## src/rtl/lmtb_pkg.sv

```systemverilog
/*
  Shared constants for the limit threshold bank: register indices,
  reset values, read-only mask, channel map and bus state codes.
  Assumes an 8-bit register index placed on a 32-bit word bus.
*/
`default_nettype none
package lmtb_pkg;
  // ---------------------------------------------------------------
  // Sizes
  // ---------------------------------------------------------------
  localparam int unsigned DATA_W = 8;
  localparam int unsigned N_SLOT = 22;
  localparam int unsigned N_CH = 16;
  // ---------------------------------------------------------------
  // Register indices (byte address is four times the index)
  // ---------------------------------------------------------------
  localparam logic [7:0] IDX_MINUS12V_HIGH_LIMIT = 8'h47;
  localparam logic [7:0] IDX_REMOTE_TEMP1_LOW_LIMIT = 8'h48;
  localparam logic [7:0] IDX_REMOTE_TEMP2_OR_ANALOG9_LOW_LIMIT = 8'h49;
  localparam logic [7:0] IDX_STANDBY_3V3_LOW_LIMIT = 8'h4A;
  localparam logic [7:0] IDX_MAIN_3V3_LOW_LIMIT = 8'h4B;
  localparam logic [7:0] IDX_PLUS5V_LOW_LIMIT = 8'h4C;
  localparam logic [7:0] IDX_CPU_CORE_V_LOW_LIMIT = 8'h4D;
  localparam logic [7:0] IDX_PLUS12V_LOW_LIMIT = 8'h4E;
  localparam logic [7:0] IDX_MINUS12V_LOW_LIMIT = 8'h4F;
  localparam logic [7:0] IDX_ANALOG_INPUT0_HIGH_LIMIT = 8'h50;
  localparam logic [7:0] IDX_ANALOG_INPUT1_HIGH_LIMIT = 8'h51;
  localparam logic [7:0] IDX_ANALOG_INPUT2_HIGH_LIMIT = 8'h52;
  localparam logic [7:0] IDX_ANALOG_INPUT3_HIGH_LIMIT = 8'h53;
  localparam logic [7:0] IDX_ANALOG_INPUT4_HIGH_LIMIT = 8'h54;
  localparam logic [7:0] IDX_ANALOG_INPUT5_HIGH_LIMIT = 8'h55;
  localparam logic [7:0] IDX_ANALOG_INPUT6_HIGH_LIMIT = 8'h56;
  localparam logic [7:0] IDX_ANALOG_INPUT7_HIGH_LIMIT = 8'h57;
  localparam logic [7:0] IDX_ANALOG_INPUT0_LOW_LIMIT = 8'h58;
  localparam logic [7:0] IDX_ANALOG_INPUT1_LOW_LIMIT = 8'h59;
  localparam logic [7:0] IDX_ANALOG_INPUT2_LOW_LIMIT = 8'h5A;
  localparam logic [7:0] IDX_ANALOG_INPUT3_LOW_LIMIT = 8'h5B;
  localparam logic [7:0] IDX_ANALOG_INPUT4_LOW_LIMIT = 8'h5C;
  localparam logic [7:0] IDX_OVER_LO = 8'h7A;
  localparam logic [7:0] IDX_OVER_HI = 8'h7B;
  localparam logic [7:0] IDX_UNDER_LO = 8'h7C;
  localparam logic [7:0] IDX_UNDER_HI = 8'h7D;
  localparam logic [7:0] IDX_CFG = 8'h7E;
  // ---------------------------------------------------------------
  // Reset values and access
  // ---------------------------------------------------------------
  localparam logic [7:0] RST_HI = 8'hFF;
  localparam logic [7:0] RST_LO = 8'h00;
  localparam logic [7:0] RST_TEMP_LO = 8'h80;
  localparam logic [7:0] RST_CFG = 8'h00;
  localparam logic [7:0] CFG_MASK = 8'h01;
  localparam int unsigned CFG_ANALOG_BIT = 0;
  localparam logic [N_SLOT-1:0][7:0] SLOT_RST = {{5{RST_LO}}, {8{RST_HI}},
    {6{RST_LO}}, {2{RST_TEMP_LO}}, RST_HI};
  localparam logic [N_SLOT-1:0] RO_MASK = 22'h001800;
  // ---------------------------------------------------------------
  // Channel map: slot of each channel's limits, 1F when absent
  // ---------------------------------------------------------------
  localparam logic [4:0] NO_SLOT = 5'h1F;
  localparam int unsigned CH_TEMP1 = 1;
  localparam int unsigned CH_SHARED = 2;
  localparam logic [N_CH-1:0][4:0] CH_HI_SLOT = {5'h10, 5'h0F, 5'h0E,
    5'h0D, 5'h0C, 5'h0B, 5'h0A, 5'h09, {7{NO_SLOT}}, 5'h00};
  localparam logic [N_CH-1:0][4:0] CH_LO_SLOT = {{3{NO_SLOT}}, 5'h15,
    5'h14, 5'h13, 5'h12, 5'h11, 5'h07, 5'h06, 5'h05, 5'h04, 5'h03,
    5'h02, 5'h01, 5'h08};
  // ---------------------------------------------------------------
  // Bus slave
  // ---------------------------------------------------------------
  localparam logic [1:0] HTRANS_NONSEQ = 2'h2;
  localparam logic [2:0] HSIZE_WORD = 3'h2;
  typedef enum logic [3:0] {
    ST_IDLE = 4'h1,
    ST_WR = 4'h2,
    ST_RD_WAIT = 4'h4,
    ST_RD_DONE = 4'h8
  } lmtb_bus_state_e;
endpackage
`default_nettype wire

```

## src/rtl/lmtb_reg_if.sv

```systemverilog
/*
  Register access channel between the bus slave and the bank.
  Assumes both ends share one clock; wr is a one-cycle strobe.
*/
`timescale 1ns/1ps
`default_nettype none
interface lmtb_reg_if;
  logic wr;
  logic [7:0] idx;
  logic [7:0] wdata;
  logic [7:0] rdata;
  modport bus (output wr, output idx, output wdata, input rdata);
  modport bank (input wr, input idx, input wdata, output rdata);
endinterface
`default_nettype wire

```

## src/rtl/lmtb_ahb_slave.sv

```systemverilog
/*
  AHB-Lite slave front end: turns single word transfers into
  register strobes. Assumes it is the only slave (hready = hreadyout).
*/
`timescale 1ns/1ps
`default_nettype none
module lmtb_ahb_slave (
  // Clock, reset, enable
  input wire logic i_clk,
  input wire logic i_rst_n,
  input wire logic i_ce,
  // AHB-Lite
  input wire logic i_hsel,
  input wire logic [31:0] i_haddr,
  input wire logic [1:0] i_htrans,
  input wire logic i_hwrite,
  input wire logic [2:0] i_hsize,
  input wire logic [31:0] i_hwdata,
  input wire logic i_hready,
  output logic o_hreadyout,
  output logic o_hresp,
  output logic [31:0] o_hrdata,
  // Register side
  lmtb_reg_if.bus rb
);
  lmtb_pkg::lmtb_bus_state_e state;
  lmtb_pkg::lmtb_bus_state_e next_state;
  logic [7:0] idx_q;
  logic map_ok;
  logic accept;

  // Address phase taken when selected and bus ready
  assign accept = i_hsel && i_htrans[1] && i_hready;

  // Next transfer state
  always_comb
  begin
    next_state = state;
    case (state)
      lmtb_pkg::ST_RD_WAIT: next_state = lmtb_pkg::ST_RD_DONE;
      default:
      begin
        if (accept && i_hwrite)
          next_state = lmtb_pkg::ST_WR;
        else if (accept)
          next_state = lmtb_pkg::ST_RD_WAIT;
        else
          next_state = lmtb_pkg::ST_IDLE;
      end
    endcase
  end

  // State and latched address
  always_ff @(posedge i_clk)
  begin
    if (!i_rst_n)
    begin
      state <= lmtb_pkg::ST_IDLE;
      idx_q <= 8'h00;
      map_ok <= 1'b0;
    end
    else if (i_ce)
    begin
      state <= next_state;
      if (accept)
      begin
        idx_q <= i_haddr[9:2];
        map_ok <= (i_haddr[31:10] == 22'h000000) && (i_haddr[1:0] == 2'h0)
          && (i_hsize <= lmtb_pkg::HSIZE_WORD);
      end
    end
  end

  // Read data captured in the wait cycle, zero when unmapped
  always_ff @(posedge i_clk)
  begin
    if (!i_rst_n)
      o_hrdata <= 32'h00000000;
    else if (i_ce && state == lmtb_pkg::ST_RD_WAIT)
      o_hrdata <= {24'h000000, map_ok ? rb.rdata : 8'h00};
  end

  // Strobes and response
  assign rb.wr = (state == lmtb_pkg::ST_WR) && map_ok;
  assign rb.idx = idx_q;
  assign rb.wdata = i_hwdata[7:0];
  assign o_hreadyout = (state != lmtb_pkg::ST_RD_WAIT);
  assign o_hresp = 1'b0;
endmodule
`default_nettype wire

```

## src/rtl/lmtb_limit_cmp.sv

```systemverilog
/*
  Window comparator for one channel against its high and low limit.
  Assumes value and limits share one encoding chosen by i_signed.
*/
`timescale 1ns/1ps
`default_nettype none
module lmtb_limit_cmp #(
  parameter bit HAS_HI = 1'b1,
  parameter bit HAS_LO = 1'b1
) (
  // Operands
  input wire logic [7:0] i_value,
  input wire logic [7:0] i_high,
  input wire logic [7:0] i_low,
  input wire logic i_signed,
  // Flags
  output logic o_over,
  output logic o_under
);
  // Signed or unsigned compare per mode
  always_comb
  begin
    if (i_signed)
    begin
      o_over = HAS_HI && ($signed(i_value) > $signed(i_high));
      o_under = HAS_LO && ($signed(i_value) < $signed(i_low));
    end
    else
    begin
      o_over = HAS_HI && (i_value > i_high);
      o_under = HAS_LO && (i_value < i_low);
    end
  end
endmodule
`default_nettype wire

```

## src/rtl/lmtb_top.sv

```systemverilog
/*
  Limit threshold bank of a system hardware monitor: 8-bit limit
  registers behind AHB-Lite, per-channel window compare, alarm flags.
  Assumes measured values arrive on i_meas from logic on i_clk.
*/
// Function
// - Voltage and analog high-limit registers reset to all ones.
// - Voltage and analog low-limit registers reset to zero.
// - Both remote temperature low limits reset to 80 hex.
// - Shared low limit serves temp channel two or extra analog input.
// - Each limit is eight bits and belongs to exactly one channel.
`timescale 1ns/1ps
`default_nettype none
module lmtb_top (
  // Clock, reset, enable
  input wire logic i_clk,
  input wire logic i_rst_n,
  input wire logic i_ce,
  // AHB-Lite slave
  input wire logic i_hsel,
  input wire logic [31:0] i_haddr,
  input wire logic [1:0] i_htrans,
  input wire logic i_hwrite,
  input wire logic [2:0] i_hsize,
  input wire logic [31:0] i_hwdata,
  input wire logic i_hready,
  output logic o_hreadyout,
  output logic o_hresp,
  output logic [31:0] o_hrdata,
  // Measured values
  input wire logic [lmtb_pkg::N_CH-1:0][7:0] i_meas,
  // Limit flags and mode
  output logic [lmtb_pkg::N_CH-1:0] o_over,
  output logic [lmtb_pkg::N_CH-1:0] o_under,
  output logic o_ch2_analog
);
  // ---------------------------------------------------------------
  // Storage and decode
  // ---------------------------------------------------------------
  lmtb_reg_if rb ();
  logic [lmtb_pkg::N_SLOT-1:0][7:0] limit;
  logic [7:0] cfg;
  logic [7:0] slot_full;
  logic [4:0] slot;
  logic slot_hit;
  logic wr_ok;
  logic [lmtb_pkg::N_CH-1:0] sign_mode;
  logic [lmtb_pkg::N_CH-1:0] next_over;
  logic [lmtb_pkg::N_CH-1:0] next_under;

  // ---------------------------------------------------------------
  // Bus front end
  // ---------------------------------------------------------------
  lmtb_ahb_slave u_ahb (
    .i_clk(i_clk),
    .i_rst_n(i_rst_n),
    .i_ce(i_ce),
    .i_hsel(i_hsel),
    .i_haddr(i_haddr),
    .i_htrans(i_htrans),
    .i_hwrite(i_hwrite),
    .i_hsize(i_hsize),
    .i_hwdata(i_hwdata),
    .i_hready(i_hready),
    .o_hreadyout(o_hreadyout),
    .o_hresp(o_hresp),
    .o_hrdata(o_hrdata),
    .rb(rb.bus)
  );

  // Index to slot, limits occupy one contiguous index run
  assign slot_full = rb.idx - lmtb_pkg::IDX_MINUS12V_HIGH_LIMIT;
  assign slot = slot_full[4:0];
  assign slot_hit = (rb.idx >= lmtb_pkg::IDX_MINUS12V_HIGH_LIMIT)
    && (rb.idx <= lmtb_pkg::IDX_ANALOG_INPUT4_LOW_LIMIT);
  assign wr_ok = i_ce && rb.wr && slot_hit && !lmtb_pkg::RO_MASK[slot];

  // ---------------------------------------------------------------
  // Limit registers
  // ---------------------------------------------------------------
  // Power-on values per slot; one 8-bit word per limit
  always_ff @(posedge i_clk)
  begin
    if (!i_rst_n)
      limit <= lmtb_pkg::SLOT_RST;
    else if (wr_ok)
      limit[slot] <= rb.wdata;
  end

  // Mode register: bit 0 selects the extra analog input
  always_ff @(posedge i_clk)
  begin
    if (!i_rst_n)
      cfg <= lmtb_pkg::RST_CFG;
    else if (i_ce && rb.wr && rb.idx == lmtb_pkg::IDX_CFG)
      cfg <= rb.wdata & lmtb_pkg::CFG_MASK;
  end

  assign o_ch2_analog = cfg[lmtb_pkg::CFG_ANALOG_BIT];

  // ---------------------------------------------------------------
  // Read mux
  // ---------------------------------------------------------------
  // Limits by slot, own status and mode above; others read zero
  always_comb
  begin
    rb.rdata = 8'h00;
    if (slot_hit)
      rb.rdata = limit[slot];
    else
    begin
      case (rb.idx)
        lmtb_pkg::IDX_OVER_LO: rb.rdata = o_over[7:0];
        lmtb_pkg::IDX_OVER_HI: rb.rdata = o_over[15:8];
        lmtb_pkg::IDX_UNDER_LO: rb.rdata = o_under[7:0];
        lmtb_pkg::IDX_UNDER_HI: rb.rdata = o_under[15:8];
        lmtb_pkg::IDX_CFG: rb.rdata = cfg;
        default: rb.rdata = 8'h00;
      endcase
    end
  end

  // ---------------------------------------------------------------
  // Window compare
  // ---------------------------------------------------------------
  // Temperatures are two's complement; shared channel follows mode
  always_comb
  begin
    sign_mode = '0;
    sign_mode[lmtb_pkg::CH_TEMP1] = 1'b1;
    sign_mode[lmtb_pkg::CH_SHARED] = !o_ch2_analog;
  end

  // One comparator per channel, absent limits never trip
  for (genvar g = 0; g < lmtb_pkg::N_CH; g++)
  begin : g_ch
    localparam logic [4:0] HS = lmtb_pkg::CH_HI_SLOT[g];
    localparam logic [4:0] LS = lmtb_pkg::CH_LO_SLOT[g];
    logic [7:0] hi_v;
    logic [7:0] lo_v;
    if (HS != lmtb_pkg::NO_SLOT)
    begin : g_hi
      assign hi_v = limit[HS];
    end
    else
    begin : g_no_hi
      assign hi_v = lmtb_pkg::RST_HI;
    end
    if (LS != lmtb_pkg::NO_SLOT)
    begin : g_lo
      assign lo_v = limit[LS];
    end
    else
    begin : g_no_lo
      assign lo_v = lmtb_pkg::RST_LO;
    end
    lmtb_limit_cmp #(
      .HAS_HI(HS != lmtb_pkg::NO_SLOT),
      .HAS_LO(LS != lmtb_pkg::NO_SLOT)
    ) u_cmp (
      .i_value(i_meas[g]),
      .i_high(hi_v),
      .i_low(lo_v),
      .i_signed(sign_mode[g]),
      .o_over(next_over[g]),
      .o_under(next_under[g])
    );
  end

  // Registered flags, live (not sticky)
  always_ff @(posedge i_clk)
  begin
    if (!i_rst_n)
    begin
      o_over <= '0;
      o_under <= '0;
    end
    else if (i_ce)
    begin
      o_over <= next_over;
      o_under <= next_under;
    end
  end

  // ---------------------------------------------------------------
  // Checks
  // ---------------------------------------------------------------
  logic hi_all_ones;
  logic lo_all_zero;

  // Reduce all high limits and all voltage low limits
  always_comb
  begin
    hi_all_ones = 1'b1;
    lo_all_zero = 1'b1;
    for (int c = 0; c < lmtb_pkg::N_CH; c++)
    begin
      if (lmtb_pkg::CH_HI_SLOT[c] != lmtb_pkg::NO_SLOT)
        hi_all_ones &= (limit[lmtb_pkg::CH_HI_SLOT[c]] == lmtb_pkg::RST_HI);
      if (lmtb_pkg::CH_LO_SLOT[c] != lmtb_pkg::NO_SLOT
          && c != lmtb_pkg::CH_TEMP1 && c != lmtb_pkg::CH_SHARED)
        lo_all_zero &= (limit[lmtb_pkg::CH_LO_SLOT[c]] == lmtb_pkg::RST_LO);
    end
  end
endmodule
`default_nettype wire
```

## config.mk

```make
export PLATFORM = sky130hd
export DESIGN_NAME = lmtb_top
export DESIGN_NICKNAME = d
export VERILOG_FILES = /design/src/rtl/lmtb_pkg.sv /design/src/rtl/lmtb_reg_if.sv /design/src/rtl/lmtb_ahb_slave.sv /design/src/rtl/lmtb_limit_cmp.sv /design/src/rtl/lmtb_top.sv
export SDC_FILE = /design/constraint.sdc
export NUM_CORES = 1
export LEC_CHECK = 0
export ABC_AREA = 1
export BUFFER_PORTS_ARGS = -buffer_cell sky130_fd_sc_hd__buf_4
export CORE_ASPECT_RATIO = 0.9
export CORE_MARGIN = 5
export CORE_UTILIZATION = 60
export CTS_BUF_LIST = sky130_fd_sc_hd__clkbuf_2 sky130_fd_sc_hd__clkbuf_4 sky130_fd_sc_hd__clkbuf_8
export CTS_CLUSTER_SIZE = 25
export DETAILED_ROUTE_END_ITERATION = 8
export PLACE_DENSITY = 0.8
export SYNTH_ARGS = -nofsm -noshare
export SYNTH_HDL_FRONTEND = slang
export SYNTH_HIERARCHICAL = 1
export SYNTH_SLANG_ARGS = --single-unit
```

## constraint.sdc

```tcl
create_clock -name i_clk -period 3.37 [get_ports i_clk]
set_input_delay 0 -clock i_clk [delete_from_list [all_inputs] [get_ports i_clk]]
set_output_delay 0 -clock i_clk [all_outputs]
set_load 0.02 [all_outputs]
```

==> impl_metrics.env, run 1 <==
export IMPL_synth_main_ff_cell="dfxtp_1"
export IMPL_gpl_final_weighted_congestion=0.959
export IMPL_most_common_layout_cells="680 x nand2_1, 422 x nor2_1, 349 x inv_1"
export IMPL_reg2regPathDepth=9
export IMPL_layout_filler_cells=2420
export IMPL_clkSlewWorstSetupHoldPaths_ps=70
export IMPL_cts_resized=0
export IMPL_maxSlewHeadroom_pct=32.0
export IMPL_globalRouteOverflowTotal=0
export IMPL_cts_num_sinks=230
export IMPL_synthesis_area_um2=16700
export IMPL_initial_core_util_pct=60.3
export IMPL_grt_use_met3_pct=4.54
export IMPL_critical_path_slowest_cell="dlygate4sd3_1"
export IMPL_synthMuxAreaShare_pct=0
export IMPL_compound_gate_fraction_of_synth_area_pct=9.35
export IMPL_outcome="complete, no violations"
export IMPL_crit_reg2reg_launch="u_ahb/rb.idx[0]$_SDFFE_PN0P_"
export IMPL_max_fanout_on_critical_path=1
export IMPL_synth_sequential_area_ratio_pct=27.5
export IMPL_fin_crit_sh_pct=87.7
export IMPL_setup_tns_final_ps=0
export IMPL_hold_depth=2
export IMPL_hold_path_startpoint="i_rst_n"
export IMPL_clock_tree_from_tritoncts="done"
export IMPL_dpl_hpwl_um=39500
export IMPL_ant_nets=0
export IMPL_antenna_violations_before_repair=1
export IMPL_synthSimpleGateAreaFrac_pct=37.1
export IMPL_regToRegEndpoint="g_ch[8].hi_v[7]$_SDFFE_PN1P_"
export IMPL_num_nets_final=3259
export IMPL_grt_met2_usage_pct=55.3
export IMPL_place_port_buffers=219
export IMPL_post_synth_xor_area_fraction_pct=0
export IMPL_timing_worst_slew_pin_value_ps=1020
export IMPL_synth_edff_count=0
export IMPL_fp_dieArea_um2=31300
export IMPL_drt_pre_antenna_iters=9
export IMPL_synth_area_per_cell_um2=6.21
export IMPL_setup_ws_ps=416
export IMPL_global_route_usage_total_pct=33.2
export IMPL_grt_busiest_layer="met2"
export IMPL_power_density_nw_per_um2=338
export IMPL_drive_above_1_share_pct=13.6
export IMPL_worst_ir_drop_vdd_mv=0.229
export IMPL_dr_first_iter_drc_count=1788
export IMPL_io_pin_count=270
export IMPL_root_buffer="clkbuf_8"
export IMPL_synth_seq_cells=230
export IMPL_worstHoldEndpoint="g_ch[1].lo_v[7]$_SDFFE_PN1P_"
export IMPL_synth_top_family_by_area="simple AND/OR/NAND/NOR gates"
export IMPL_finalSetupViolCount=0
export IMPL_timing_final_max_slew_violations=0
export IMPL_detailroute_via_count=17800
export IMPL_synthCells=2693
export IMPL_placeable_core_region_um2=27700
export IMPL_number_of_diodes=0
export IMPL_met1_usage_pct=43.5
export IMPL_rows=58
export IMPL_timing_hold_violations_final=0
export IMPL_worstSkewPairLatency_ps=550
export IMPL_static_power_due_to_leakage_nw=10.4
export IMPL_drt_vias_per_instance=5.43
export IMPL_max_cap_viols=0
export IMPL_first_global_vias=16600
export IMPL_critical_path_cell_chain="dlygate4sd3_1 > buf_4 > nor2_1 > dlygate4sd3_1 > nand4_1 > dlygate4sd3_1 > nor2_1 > dlygate4sd3_1 > nand2_1 > dlygate4sd3_1 > a21oi_1"
export IMPL_startpoint_type="primary input"
export IMPL_clock_path_buffers=3
export IMPL_ys_warn_count=6
export IMPL_synth_cell_type_count=32
export IMPL_fin_crit_ps=2950
export IMPL_worst_hold_class="in -> reg"
export IMPL_fmaxAchievable_mhz=339
export IMPL_async_reset_ff_share_pct=0
export IMPL_data_arrival_at_the_endpoint_of_the_critical_path_ps=3400
export IMPL_reg2reg_setup_slack_ps=490
export IMPL_average_wire_length_per_cell_after_detail_routing_um=16.3
export IMPL_path_class="in -> reg"
export IMPL_placement_setup_worst_slack_ps=630
export IMPL_die_w_um=186
export IMPL_crit_required_ps=3820
export IMPL_synth_adder_area_share_pct=12.5
export IMPL_h_tree_depth=2
export IMPL_global_route_wire_length_before_repair_um=84400
export IMPL_setup_worst_path_end_class="register"
export IMPL_grt_max_degree=118
export IMPL_grt_setup_unrepaired="no"
export IMPL_detail_route_wirelength_um=53400
export IMPL_die_h_um=168
export IMPL_area_growth_synth_to_final_pct=17.3
export IMPL_final_setup_skew_ps=22.4
export IMPL_cts_buffers_inserted=40
export IMPL_critical_path_most_common_cell="dlygate4sd3_1"
export IMPL_max_stage_delay_ps=570
export IMPL_layout_cells_most_common="nand2_1"
export IMPL_drcViolationCount=0
worst max path at each step:
stage	slack, ps	to	start
finish	420	u_ahb/map_ok$_SDFFE_PN0P_	i_haddr[10]
global route	360	u_ahb/map_ok$_SDFFE_PN0P_	i_haddr[10]
CTS	590	u_ahb/map_ok$_SDFFE_PN0P_	i_haddr[10]
detailed placement	630	g_ch[8].hi_v[7]$_SDFFE_PN1P_	u_ahb/rb.idx[0]$_SDFFE_PN0P_
global placement	670	g_ch[8].hi_v[4]$_SDFFE_PN1P_	u_ahb/rb.idx[0]$_SDFFE_PN0P_
floorplan	690	u_ahb/o_hrdata[6]$_SDFFE_PN0P_	u_ahb/rb.idx[0]$_SDFFE_PN0P_
sequential cells by signal, summed over array words and instances (netlist names):
| register | flops |
|---|---|
| o_over | 16 |
| g_ch.lo_v | 104 |
| cfg | 1 |
| u_ahb/rb.idx | 8 |
| o_under | 16 |
| u_ahb/map_ok | 1 |
| u_ahb/o_hrdata | 8 |
| u_ahb/state | 4 |
| g_ch.hi_v | 72 |
where the power goes:
group	total, mW	internal, mW	switching [mW]
combinational	1.01	0.390	0.621
clock	2.84	1.66	1.18
sequential	2.79	2.75	0.0359
critical path: cells and delay by family:
kind	cells	cell delay, ps
AO/OA/AOI/OAI	1	160
buffers and inverters	6	2910
AND/OR/NAND/NOR	4	320
cell type report:
cell class | count | area [um^2] | share of cell area [%]
Multi-Input combinational cell | 1978 | 10000 | 51.2
Sequential cell | 230 | 4610 | 23.5
Timing Repair Buffer | 284 | 2290 | 11.7
Inverter | 355 | 1330 | 6.80
Clock buffer | 66 | 802 | 4.09
Tap cell | 360 | 450 | 2.30
Clock inverter | 7 | 88.8 | 0.453
layer usage:
metal / routed length [um] / part of all wire (%)
met5: 13 / 0.024
met1: 21400 / 40
met3: 4730 / 8.9
met4: 2420 / 4.5
met2: 24800 / 46
synthesized netlist by cell type (33+ instances only):
library cell,number,share of area (%)
buf_4,56,2.5
ha_1,167,12
o21ai_0,94,2.8
nand4_1,34,1.3
clkbuf_1,60,1.3
nand2_1,680,15
nor2_1,422,9.5
nand3_1,272,8.1
inv_1,349,7.8
a21oi_1,170,5.1
dfxtp_1,230,28
buf_2,33,0.99
metrics by stage:
stage / cells / utilization (%) / instance area [um^2] / hold slack [ps] / power, mW
5_1_grt: 3280 / 70.7 / 19600 / 62.2 / 6.87
3_5_place_dp: 3181 / 66.6 / 18500 / 268 / 3.81
6_report: 3280 / 70.7 / 19600 / 43.2 / 6.64
4_1_cts: 3280 / 70.7 / 19600 / 15.5 / 6.62
2_1_floorplan: 2730 / - / 16900 / 129 / 3.43
3_3_place_gp: 3181 / 66.6 / 18500 / 269 / 3.79
timing repair:
| item | 4_1_cts | 5_1_grt |
|---|---|---|
| endpoints found under the hold margin | 109 | 0 |
| buffers inserted | 0 | 0 |
| hold buffers | 26 | 0 |
kinds of logic after synthesis:
| kind of cell | after synthesis |
|---|---|
| AO/OA/AOI/OAI | 294 |
| buffers and inverters | 522 |
| adder cells (fa/ha/maj) | 167 |
| flip-flops | 230 |
| other | 13 |
| AND/OR/NAND/NOR | 1467 |
Power figures use the tool's default switching activity.
==> inputs of run 2 (changes only) <==
==> constraint.sdc (replaced) <==
create_clock -name i_clk -period 2.8 [get_ports i_clk]
set_input_delay 0 -clock i_clk [delete_from_list [all_inputs] [get_ports i_clk]]
set_output_delay 0 -clock i_clk [all_outputs]
set_load 0.02 [all_outputs]
==> run 2 against run 1 <==
- largest cell class unchanged
- worst setup slack got worse by 160 ps
- largest power group unchanged
- critical path depth decreased by 1
- first-iteration DRC count increased by 2.7%
==> impl_metrics.env, run 2 (synthesized netlist as in run 1, its figures left out) <==
export IMPL_number_of_diodes=0
export IMPL_average_wire_length_per_cell_after_detail_routing_um=16.6
export IMPL_register_area_um2=4610
export IMPL_timing_critical_path_to="u_ahb/o_hrdata[1]$_SDFFE_PN0P_"
export IMPL_outcome="complete, no violations"
export IMPL_drt_pre_antenna_iters=6
export IMPL_placeable_core_region_um2=27700
export IMPL_combinationalPowerShare_pct=15.7
export IMPL_layout_cells_most_common="nand2_1"
export IMPL_timing_hold_violations_final=0
export IMPL_power_density_nw_per_um2=400
export IMPL_detailroute_via_count=18000
export IMPL_finalSetupViolCount=0
export IMPL_share_clk_of_total_power_pct=42.5
export IMPL_clkSlewWorstSetupHoldPaths_ps=70
export IMPL_area_growth_synth_to_final_pct=19.6
export IMPL_fin_crit_sh_pct=90.7
export IMPL_cts_resized=0
export IMPL_globalRouteOverflowTotal=0
export IMPL_most_common_layout_cells="680 x nand2_1, 422 x nor2_1, 349 x inv_1"
export IMPL_crit_path_start="u_ahb/rb.idx[0]$_SDFFE_PN0P_"
export IMPL_setup_tns_final_ps=0
export IMPL_internal_power_mw=5.79
export IMPL_crit_required_ps=3250
export IMPL_global_route_wire_length_before_repair_um=86800
export IMPL_worst_ir_drop_vdd_mv=0.277
export IMPL_postPlaceCellArea_um2=18800
export IMPL_gpl_final_weighted_congestion=0.967
export IMPL_max_stage_delay_ps=590
export IMPL_critical_path_cell_chain="inv_1 > buf_4 > ha_1 > inv_1 > nor3_1 > buf_4 > a21oi_1 > nand2_1 > nand4_1 > a21oi_1"
export IMPL_first_global_vias=17100
export IMPL_finalCoreUtilization_pct=72.2
export IMPL_timing_worst_slew_pin_value_ps=1020
export IMPL_number_of_buffers_inserted_by_post_cts_setup_repair=0
export IMPL_maxSlewHeadroom_pct=31.6
export IMPL_reg2regPathDepth=10
export IMPL_cpLargestDelayFamily="buffers and inverters"
export IMPL_regToRegEndpoint="u_ahb/o_hrdata[1]$_SDFFE_PN0P_"
export IMPL_drt_vias_per_instance=5.44
export IMPL_power_mw=8.00
export IMPL_path_class="reg -> reg"
export IMPL_fp_dieArea_um2=31300
export IMPL_drcViolationCount=0
export IMPL_worstPathBufferInverterCount=4
export IMPL_relative_contribution_of_sequential_cells_to_total_power_pct=41.9
export IMPL_reg2reg_setup_slack_ps=260
export IMPL_ant_nets=0
export IMPL_max_fanout_on_critical_path=65
export IMPL_h_tree_depth=2
export IMPL_net_switching_power_mw=2.21
export IMPL_antenna_violations_before_repair=3
export IMPL_static_power_due_to_leakage_nw=10.6
export IMPL_layout_filler_cells=2390
export IMPL_crit_reg2reg_launch="u_ahb/rb.idx[0]$_SDFFE_PN0P_"
export IMPL_io_pin_count=270
export IMPL_dr_first_iter_drc_count=1837
export IMPL_max_cap_viols=0
export IMPL_num_nets_final=3296
export IMPL_final_setup_skew_ps=31.6
export IMPL_largest_reg_flops=104
export IMPL_startpoint_type="register"
export IMPL_place_port_buffers=219
export IMPL_clock_path_buffers=3
export IMPL_die_h_um=168
export IMPL_initial_core_util_pct=60.3
export IMPL_detail_route_wirelength_um=55000
export IMPL_root_buffer="clkbuf_8"
export IMPL_fmaxAchievable_mhz=394
export IMPL_clock_tree_from_tritoncts="done"
export IMPL_drive_above_1_share_pct=14.5
export IMPL_data_arrival_at_the_endpoint_of_the_critical_path_ps=2990
export IMPL_cts_num_sinks=230
export IMPL_rows=58
export IMPL_fin_crit_ps=2540
export IMPL_global_route_usage_total_pct=34.2
export IMPL_timing_final_max_slew_violations=0
export IMPL_grt_max_degree=109
export IMPL_grt_setup_unrepaired="no"
export IMPL_setup_worst_path_end_class="register"
export IMPL_worst_hold_class="in -> reg"
export IMPL_dpl_hpwl_um=40300
export IMPL_post_route_cell_area_um2=20000
export IMPL_critical_path_slowest_cell="buf_4"
export IMPL_worstSkewPairLatency_ps=550
export IMPL_critical_path_depth=10
export IMPL_die_w_um=186
export IMPL_p_sw_share_pct=27.7
export IMPL_cts_buffers_inserted=40
export IMPL_multiInputGateArea_um2=10000
[run 2: cell types whose count changed in the layout (fill, tap and decap cells not counted)]
cell,delta
dlygate4sd3_1,+3
clkbuf_8,+1
clkinv_2,-1
buf_12,+10
clkbuf_4,-2
inv_6,-1
buf_4,+24
[run 2: worst min path at each step]
stage | to | from | slack (ps) | cells after the start
after CTS | u_ahb/rb.idx[3]$_SDFFE_PN0P_ | i_hready | 60 | 4
after global routing | o_under[11]$_SDFFE_PN0P_ | i_meas[95] | 130 | 7
after global placement | u_ahb/rb.idx[5]$_SDFFE_PN0P_ | i_haddr[7] | 260 | 3
after detailed placement | u_ahb/rb.idx[5]$_SDFFE_PN0P_ | i_haddr[7] | 260 | 3
after floorplan | u_ahb/o_hrdata[5]$_SDFFE_PN0P_ | i_rst_n | 130 | 2
final | o_over[12]$_SDFFE_PN0P_ | i_meas[97] | 110 | 7
[run 2: tightest hold or removal path: stages]
cell and delay (ps):
buf_4 90, ha_1 150, nand4_1 90, nand2_1 70
nor2_1 40, nor2_1 90, nor2_1 50
[run 2: power groups by stage]
stage	Sequential [mW]	Clock, mW	Combinational, mW
2_1_floorplan	3.45	0	0.679
3_3_place_gp	3.42	0	1.16
3_5_place_dp	3.42	0	1.19
4_1_cts	3.35	3.41	1.23
5_1_grt	3.35	3.56	1.38
6_report	3.35	3.40	1.25
[run 2: layout make-up]
type                    count  share of cell area (%)
inverters                 355                    6.66
clock inverters             5                   0.375
well taps                 360                    2.25
flip-flops and latches    230                    23.0
multi-input cells        1978                    50.2
repair buffers            321                    13.5
clock buffers              65                    4.00
[run 2: repair_timing]
| action | CTS | global route |
|---|---|---|
| hold buffers | 30 | 0 |
| hold endpoints to repair | 89 | 0 |
| setup endpoints to repair | 0 | 1 |
[run 2: through the flow]
step,std cells,hold slack (ps),setup slack (ps)
after floorplan,2730,129,125
after global placement,3215,256,393
after detailed placement,3215,261,350
after CTS,3315,60.3,27.8
after global routing,3314,129,34.1
final,3314,106,261
[run 2: metal layers]
metal / global-route usage, % / wire length, um
met5: 0 / 34
met4: 16.1 / 3000
met3: 6.52 / 5260
met2: 55.7 / 25100
met1: 43.5 / 21600
